<file path="src/core/acr_pkg.sv">
/*
  Constants and types shared by the channel 1 calibration and configuration
  register bank and its register map checksum engine.
  Assumes a 16-bit register word reached through a 6-bit register address.
*/
package acr_pkg;

  localparam int unsigned ACR_AW = 6;
  localparam int unsigned ACR_DW = 16;

  // Register addresses
  localparam logic [5:0] ACR_ADDR_CFG     = 6'h0e;
  localparam logic [5:0] ACR_ADDR_OFS_HI  = 6'h0f;
  localparam logic [5:0] ACR_ADDR_OFS_LO  = 6'h10;
  localparam logic [5:0] ACR_ADDR_GAIN_HI = 6'h11;
  localparam logic [5:0] ACR_ADDR_GAIN_LO = 6'h12;
  localparam logic [5:0] ACR_ADDR_CKSUM   = 6'h3e;
  localparam logic [5:0] ACR_ADDR_SPARE   = 6'h3f;

  // Field positions in the configuration word
  localparam int unsigned ACR_PHASE_MSB = 15;
  localparam int unsigned ACR_PHASE_LSB = 6;
  localparam int unsigned ACR_PHASE_W   = 10;
  localparam int unsigned ACR_DCB_BIT   = 2;
  localparam int unsigned ACR_SEL_MSB   = 1;
  localparam int unsigned ACR_SEL_LSB   = 0;

  // Calibration low word: value byte in the upper half
  localparam int unsigned ACR_CAL_LO_MSB = 15;
  localparam int unsigned ACR_CAL_LO_LSB = 8;
  localparam int unsigned ACR_CAL_W      = 24;

  // Writable bits; all others read as zero
  localparam logic [15:0] ACR_CFG_WMASK    = 16'hffc7;
  localparam logic [15:0] ACR_CAL_LO_WMASK = 16'hff00;

  // Values after reset
  localparam logic [15:0] ACR_RST_CFG     = 16'h0000;
  localparam logic [15:0] ACR_RST_OFS_HI  = 16'h0000;
  localparam logic [15:0] ACR_RST_OFS_LO  = 16'h0000;
  localparam logic [15:0] ACR_RST_GAIN_HI = 16'h8000;
  localparam logic [15:0] ACR_RST_GAIN_LO = 16'h0000;
  localparam logic [15:0] ACR_RST_CKSUM   = 16'h0000;
  localparam logic [15:0] ACR_RST_SPARE   = 16'h0000;

  // Checksum: CRC-16 over the covered words, lowest address first
  localparam logic [15:0] ACR_CRC_POLY  = 16'h1021;
  localparam logic [15:0] ACR_CRC_INIT  = 16'hffff;
  localparam int unsigned ACR_CK_WORDS  = 6;
  localparam logic [2:0]  ACR_CK_LAST   = 3'h5;

  typedef enum logic [1:0] {
    ACR_SEL_EXT   = 2'b00,
    ACR_SEL_SHORT = 2'b01,
    ACR_SEL_POS   = 2'b10,
    ACR_SEL_NEG   = 2'b11
  } acr_sel_t;

  typedef enum logic [0:0] {
    ACR_CK_IDLE = 1'b0,
    ACR_CK_RUN  = 1'b1
  } acr_ck_state_t;

endpackage

</file>
<file path="src/core/acr_checksum.sv">
/*
  Register map checksum engine: folds the covered register words into a
  CRC-16, one word per clock, and holds the last finished result.
  Assumes the words stay stable or that any change is followed by a start.
*/
`timescale 1ns/1ps
module acr_checksum
  import acr_pkg::*;
(
  input  wire logic                   clock,
  input  wire logic                   reset_n,
  input  wire logic                   enable,
  input  wire logic                   start,
  input  wire logic [5:0][15:0]       words,
  output logic      [15:0]            sum,
  output logic                        busy
);

  typedef struct packed {
    acr_ck_state_t state;
    logic [2:0]    idx;
    logic [15:0]   crc;
    logic [15:0]   sum;
  } acr_ck_regs_t;

  acr_ck_regs_t r;
  acr_ck_regs_t n;

  function automatic logic [15:0] acr_crc_word(input logic [15:0] crc,
                                               input logic [15:0] data);
    logic [15:0] c;
    c = crc;
    for (int i = 15; i >= 0; i--) begin
      if (c[15] ^ data[i]) begin
        c = {c[14:0], 1'b0} ^ ACR_CRC_POLY;
      end else begin
        c = {c[14:0], 1'b0};
      end
    end
    return c;
  endfunction

  always_comb begin
    n = r;
    unique case (r.state)
      ACR_CK_IDLE: begin
      end
      ACR_CK_RUN: begin
        n.crc = acr_crc_word(r.crc, words[r.idx]);
        n.idx = r.idx + 3'h1;
        if (r.idx == ACR_CK_LAST) begin
          n.sum   = acr_crc_word(r.crc, words[r.idx]);
          n.state = ACR_CK_IDLE;
        end
      end
    endcase
    // A new change restarts the walk so a stale partial result is never kept
    if (start) begin
      n.state = ACR_CK_RUN;
      n.idx   = 3'h0;
      n.crc   = ACR_CRC_INIT;
    end
  end

  always_ff @(posedge clock or negedge reset_n) begin
    if (!reset_n) begin
      r.state <= ACR_CK_IDLE;
      r.idx   <= 3'h0;
      r.crc   <= ACR_CRC_INIT;
      r.sum   <= ACR_RST_CKSUM;
    end else if (enable) begin
      r <= n;
    end
  end

  assign sum  = r.sum;
  assign busy = (r.state == ACR_CK_RUN);

endmodule

</file>
<file path="src/core/acr_regs.sv">
/*
  Channel 1 configuration and calibration register bank with a read-only
  register map checksum word and one spare word.
  Assumes a master that issues one-cycle read or write strobes synchronous to
  clock; read data appear in the cycle after the read strobe only.
*/
`timescale 1ns/1ps
module acr_regs
  import acr_pkg::*;
#(
  parameter int unsigned AW = ACR_AW
)
(
  input  wire logic [AW-1:0]          reg_addr,
  input  wire logic [15:0]            wr_data,
  input  wire logic                   wr_stb,
  input  wire logic                   rd_stb,
  input  wire logic                   clock,
  input  wire logic                   reset_n,
  input  wire logic                   enable,
  input  wire logic [3:0]             global_dc_block_setting,
  output logic      [15:0]            rd_data,
  output logic                        rd_valid,
  output logic      [9:0]             ch1_phase_delay,
  output logic                        ch1_dc_block_off,
  output logic                        ch1_dc_block_active,
  output acr_sel_t                    ch1_input_select,
  output logic                        ch1_use_ext_inputs,
  output logic      [23:0]            ch1_offset_cal,
  output logic      [23:0]            ch1_gain_cal,
  output logic                        cksum_busy
);

  typedef struct packed {
    logic [15:0] cfg;
    logic [15:0] ofs_hi;
    logic [15:0] ofs_lo;
    logic [15:0] gain_hi;
    logic [15:0] gain_lo;
    logic [15:0] spare;
    logic [15:0] rd_data;
    logic        rd_valid;
  } acr_regs_t;

  acr_regs_t        r;
  acr_regs_t        n;
  logic [15:0]      cksum;
  logic [5:0][15:0] ck_words;
  logic             ck_start;
  logic [5:0]       addr6;

  assign addr6 = 6'(reg_addr);

  function automatic logic acr_covered(input logic [5:0] a);
    return (a == ACR_ADDR_CFG) || (a == ACR_ADDR_OFS_HI) || (a == ACR_ADDR_OFS_LO) ||
           (a == ACR_ADDR_GAIN_HI) || (a == ACR_ADDR_GAIN_LO) || (a == ACR_ADDR_SPARE);
  endfunction

  always_comb begin
    n          = r;
    n.rd_valid = 1'b0;
    n.rd_data  = 16'h0000;
    if (wr_stb) begin
      unique case (addr6)
        ACR_ADDR_CFG:     n.cfg     = wr_data & ACR_CFG_WMASK;
        ACR_ADDR_OFS_HI:  n.ofs_hi  = wr_data;
        ACR_ADDR_OFS_LO:  n.ofs_lo  = wr_data & ACR_CAL_LO_WMASK;
        ACR_ADDR_GAIN_HI: n.gain_hi = wr_data;
        ACR_ADDR_GAIN_LO: n.gain_lo = wr_data & ACR_CAL_LO_WMASK;
        // Stored as written; software keeps it zero, hardware does not police it
        ACR_ADDR_SPARE:   n.spare   = wr_data;
        default: begin
          // Checksum word and unmapped addresses ignore writes
        end
      endcase
    end
    if (rd_stb) begin
      n.rd_valid = 1'b1;
      unique case (addr6)
        ACR_ADDR_CFG:     n.rd_data = r.cfg;
        ACR_ADDR_OFS_HI:  n.rd_data = r.ofs_hi;
        ACR_ADDR_OFS_LO:  n.rd_data = r.ofs_lo;
        ACR_ADDR_GAIN_HI: n.rd_data = r.gain_hi;
        ACR_ADDR_GAIN_LO: n.rd_data = r.gain_lo;
        ACR_ADDR_CKSUM:   n.rd_data = cksum;
        ACR_ADDR_SPARE:   n.rd_data = r.spare;
        default:          n.rd_data = 16'h0000;
      endcase
    end
  end

  always_ff @(posedge clock or negedge reset_n) begin
    if (!reset_n) begin
      r.cfg      <= ACR_RST_CFG;
      r.ofs_hi   <= ACR_RST_OFS_HI;
      r.ofs_lo   <= ACR_RST_OFS_LO;
      r.gain_hi  <= ACR_RST_GAIN_HI;
      r.gain_lo  <= ACR_RST_GAIN_LO;
      r.spare    <= ACR_RST_SPARE;
      r.rd_data  <= 16'h0000;
      r.rd_valid <= 1'b0;
    end else if (enable) begin
      r <= n;
    end
  end

  // Engine walks the words after the write edge, so it sees the new value
  assign ck_start = wr_stb && acr_covered(addr6);
  assign ck_words = {r.spare, r.gain_lo, r.gain_hi, r.ofs_lo, r.ofs_hi, r.cfg};

  acr_checksum u_cksum (
    .clock   (clock),
    .reset_n (reset_n),
    .enable  (enable),
    .start   (ck_start),
    .words   (ck_words),
    .sum     (cksum),
    .busy    (cksum_busy)
  );

  assign rd_data  = r.rd_data;
  assign rd_valid = r.rd_valid;

  assign ch1_phase_delay     = r.cfg[ACR_PHASE_MSB:ACR_PHASE_LSB];
  assign ch1_dc_block_off    = r.cfg[ACR_DCB_BIT];
  assign ch1_dc_block_active = !r.cfg[ACR_DCB_BIT] && (|global_dc_block_setting);
  assign ch1_input_select    = acr_sel_t'(r.cfg[ACR_SEL_MSB:ACR_SEL_LSB]);
  assign ch1_use_ext_inputs  = (ch1_input_select == ACR_SEL_EXT);
  assign ch1_offset_cal      = {r.ofs_hi,
                                r.ofs_lo[ACR_CAL_LO_MSB:ACR_CAL_LO_LSB]};
  assign ch1_gain_cal        = {r.gain_hi,
                                r.gain_lo[ACR_CAL_LO_MSB:ACR_CAL_LO_LSB]};

endmodule

</file>
<file path="config.mk">
export PLATFORM = sky130hd
export DESIGN_NAME = acr_regs
export DESIGN_NICKNAME = d
export VERILOG_FILES = /design/src/core/acr_pkg.sv /design/src/core/acr_checksum.sv /design/src/core/acr_regs.sv
export SDC_FILE = /design/constraint.sdc
export NUM_CORES = 1
export LEC_CHECK = 0
export BUFFER_PORTS_ARGS = -buffer_cell sky130_fd_sc_hd__buf_2
export CAP_MARGIN = 20
export CORE_MARGIN = 2
export CORE_UTILIZATION = 59
export CTS_BUF_LIST = sky130_fd_sc_hd__clkbuf_2
export DETAILED_ROUTE_END_ITERATION = 12
export PLACE_DENSITY = 0.82
export SLEW_MARGIN = 20
export SYNTH_ARGS = -nofsm -noshare
export SYNTH_HDL_FRONTEND = slang
export SYNTH_SLANG_ARGS = --single-unit
</file>
<file path="constraint.sdc">
create_clock -name clock -period 3.73 [get_ports clock]
set_clock_uncertainty 0.15 [all_clocks]
set_input_delay 0.373 -clock clock [delete_from_list [all_inputs] [get_ports clock]]
set_output_delay 0.373 -clock clock [all_outputs]
set_load 0.005 [all_outputs]
</file>
==> impl_results.md <==
* Worst skew pair latency at 0.74 ns
* Top cells by area, synth: dfrtp_1 40%, mux2_2 13%, buf_4 6.3%, dfstp_2 6.3%, a222oi_1 4.2%
* R2R Setup Slk at about 0.28 ns
* EDFF count, synth at 0
* Dpl hpwl at 12700 microns
* Fill count at 944
* CTS tree: built
* Hold Path End: rd_data[12]
* Yosys cell types at 47
* Clk root buf: clkbuf_2
* FF+latch area at 0.00327 sq mm
* Crit start category: flop
* Leak at 3.79 nW
* # IOs at 112
* Worst slew margin at 0.381
* Setup violations, final at 0
* Met3 wire length at 1370 microns
* TNS Setup at 0 ns
* Mapped Cells at about 640
* Clk buf depth at 2
* CP Class: flop to flop
* Largest area contributor in the netlist: dfrtp_1
* Final min period at about 3.5 ns
* Core ar. at 0.0119 sq mm
* Max VDD drop at 643 uV
* #FFs+latches synth at 130
* Nature of the critical path endpoint: flop
* FF-to-FF End: u_cksum.sum[7]
* Layout cells sized above 1 at 0.386
* All-Layer GR Usage at 0.301
* # rows at 40
* Routed length on met2 at 9140 microns
* Worst Hold Depth at 5
* Slew @ Worst Pin at around 0.93 ns
* WL/cell at 21.2 microns
* Vias at between 5000 and 6000
* Port Buf Inserts at approximately 110
* Area of the multi-input gates at 0.00319 sq mm
* Uppermost layer routed: met4
* Post-synthesis sequential area ratio at 0.459
* Post-synth top cells: 113 x dfrtp_1, 80 x mux2_2, 60 x buf_4
* Synthesized Nets at around 670
* Pins over their slew limit at 0
* DRT antenna net count at 0
* Avg Vias per Cell at 6.15
* Placed cell area at 0.00749 sq mm
* Most frequent cell after synthesis: dfrtp_1
* Initial core utilization at 0.598
* ANT cells at 0
* MaxCap Viol Count at 0
* Critical path's most frequent cell: xnor3_1
* DRC at 0
* Ys flop type: dfrtp_1
* Worst Path Required at 4.22 ns
* Reg2reg path depth at 9
* Final wirelength at 18600 microns
* Area Overhead vs Synth at 10.9%
* Max stage delay cell, worst path: dfrtp_1
* Outcome: finished clean
* Async set or reset register ratio after synthesis at 1.00
* Fmax at 290 MHz
* H-tree levels at 4
* Synth Cell Area at 0.00713 sq mm
* Metal-1 WL at roughly 7400 microns
* Vias in the first global route at 5517
* Sink Count at 130
* Antenna violations before repair at 0
* RSZ-0062 raised after global routing: false
* Die Wd at approximately 110 microns
* Num CTS Buffers at 17
* Clock slew at reported path FFs at 0.18 ns
* Die Height at 114 microns
* Post-CTS Setup Inserts at 0
* Worst path arrival time at 3.94 ns
* DRT iter0 DRCs at about 580
* Die area at 0.0130 sq mm
* Min-delay src: reg_addr[1]
* Warnings, synthesis at 0
* GPL Wtd Cong at 0.928
* CP cell instances: buf_4 > mux4_2 > xor2_1 > nor2_1 > a21oi_1 > xnor3_1 > xnor3_1 > xnor2_1 > o21ai_1
* Period utilization at 0.926
* Critical path fanouts, max at 11
* Pwr dens at 822 mW/mm^2
* Synthesized area per cell at 11.2 sq um
* Yosys top cell area share at 0.397
* First-pass GRT wire length at 29500 microns
* Core Util, Final at 0.664
* Max stage delay on crit path at 0.80 ns
* Nets at between 700 and 800
* DRT Pass-1 Iters at 10
* Design area at 0.00791 sq mm
* Largest net degree at the start of global routing at 38
* Grt total ovfl at 0
* Worst min-delay path class: primary input to flop
* Hold Vio Cnt, Final at 0
* Worst R2R Start: u_cksum.r[32]
==> timing repair <==
item | 4_1_cts | 5_1_grt
hold endpoints to repair | 181 | 0
hold buffers | 22 | 0
resized for setup | 0 | 0
==> layout by cell type, fill, tap and decap left out, drive strengths merged, types with 2 or more instances in the layout <==
cell and instances:
a21boi 3, o21ai 23, nor2 31, xnor2 34, nand4 2, xor2 21, o22a 2, and2 4
dlygate4sd3 21, nand3 3, clkbuf 24, mux2 81, nor4 2, dfrtp 113, dfstp 17, o22ai 18
a22oi 2, nand2 40, nor3b 2, buf 138, nor4b 2, clkinv 6, nor3 4, mux4 2
o2bb2ai 2, xnor3 5, nor2b 2, a222oi 30, ha 2, a21oi 27, mux2i 28, inv 17
and3 11
==> where the power goes <==
part           total, W  switching (W)  internal (W)  leakage [nW]
logic           0.00377        0.00198       0.00179          1.95
clock network  0.000745       0.000495      0.000251         0.133
registers       0.00198       0.000263       0.00172          1.71
==> cells by family (layout without fill, tap and decap cells) <==
kind of cell | Yosys count | after routing | share of synthesized area
adder cells (fa/ha/maj) | 2 | 2 | 0.00351
multiplexers | 111 | 111 | 0.174
AND/OR/NAND/NOR | 105 | 105 | 0.0683
XOR/XNOR | 60 | 60 | 0.0902
AO/OA/AOI/OAI | 112 | 112 | 0.109
buffers and inverters | 115 | 208 | 0.0960
flip-flops | 130 | 130 | 0.459
==> critical path: cells and delay by family (launching register included) <==
kind,cells,cell delay [ns]
XOR/XNOR,4,1.19
flip-flops,1,0.80
multiplexers,1,0.52
AO/OA/AOI/OAI,2,0.37
buffers and inverters,1,0.27
AND/OR/NAND/NOR,1,0.05
==> sequential cells by signal, summed over array words and instances, names as in the netlist <==
name and count:
ch1_gain_cal 24, ch1_offset_cal 24, u_cksum.r 19, ck_words 16, rd_data 16, u_cksum.sum 16
ch1_phase_delay 10, ch1_input_select 2, ch1_dc_block_off 1, rd_valid 1, u_cksum.busy 1
==> per-stage QoR <==
step	cells	worst slack [ns]	power (W)	hold slack (ns)
2_1_floorplan	635	0.739	0.00499	-0.0726
3_3_place_gp	821	0.334	0.00566	0.249
3_5_place_dp	821	0.323	0.00574	0.253
4_1_cts	875	0.302	0.00652	0.0812
5_1_grt	875	0.0734	0.00694	0.119
6_report	875	0.277	0.00650	0.164
==> worst max path at each step <==
stage	startpoint	slack [ns]	to	cells past startpoint
global placement	u_cksum.r[32]	0.33	u_cksum.sum[7]	9
floorplan	reg_addr[2]	0.74	ch1_gain_cal[13]	7
detailed placement	u_cksum.r[32]	0.32	u_cksum.sum[7]	9
CTS	u_cksum.r[32]	0.30	u_cksum.sum[7]	9
finish	u_cksum.r[32]	0.28	u_cksum.sum[7]	9
global route	u_cksum.r[32]	0.07	u_cksum.sum[12]	8
==> cell type report <==
cell class	instances	share of cell area
sequential	130	0.414
multi-input combinational	390	0.403
inverter	17	0.00807
clock buffer	24	0.0152
timing repair buffer	159	0.128
tap	147	0.0233
clock inverter	8	0.00823
==> metal layers <==
| layer | track usage | vias up |
|---|---|---|
| li1 | - | 2395 |
| met2 | 0.487 | 254 |
| met3 | 0.0717 | 53 |
| met4 | 0.153 | 0 |
| met5 | 0 | - |
| met1 | 0.380 | 2678 |
Note: power is estimated with default switching activity, not from simulation.
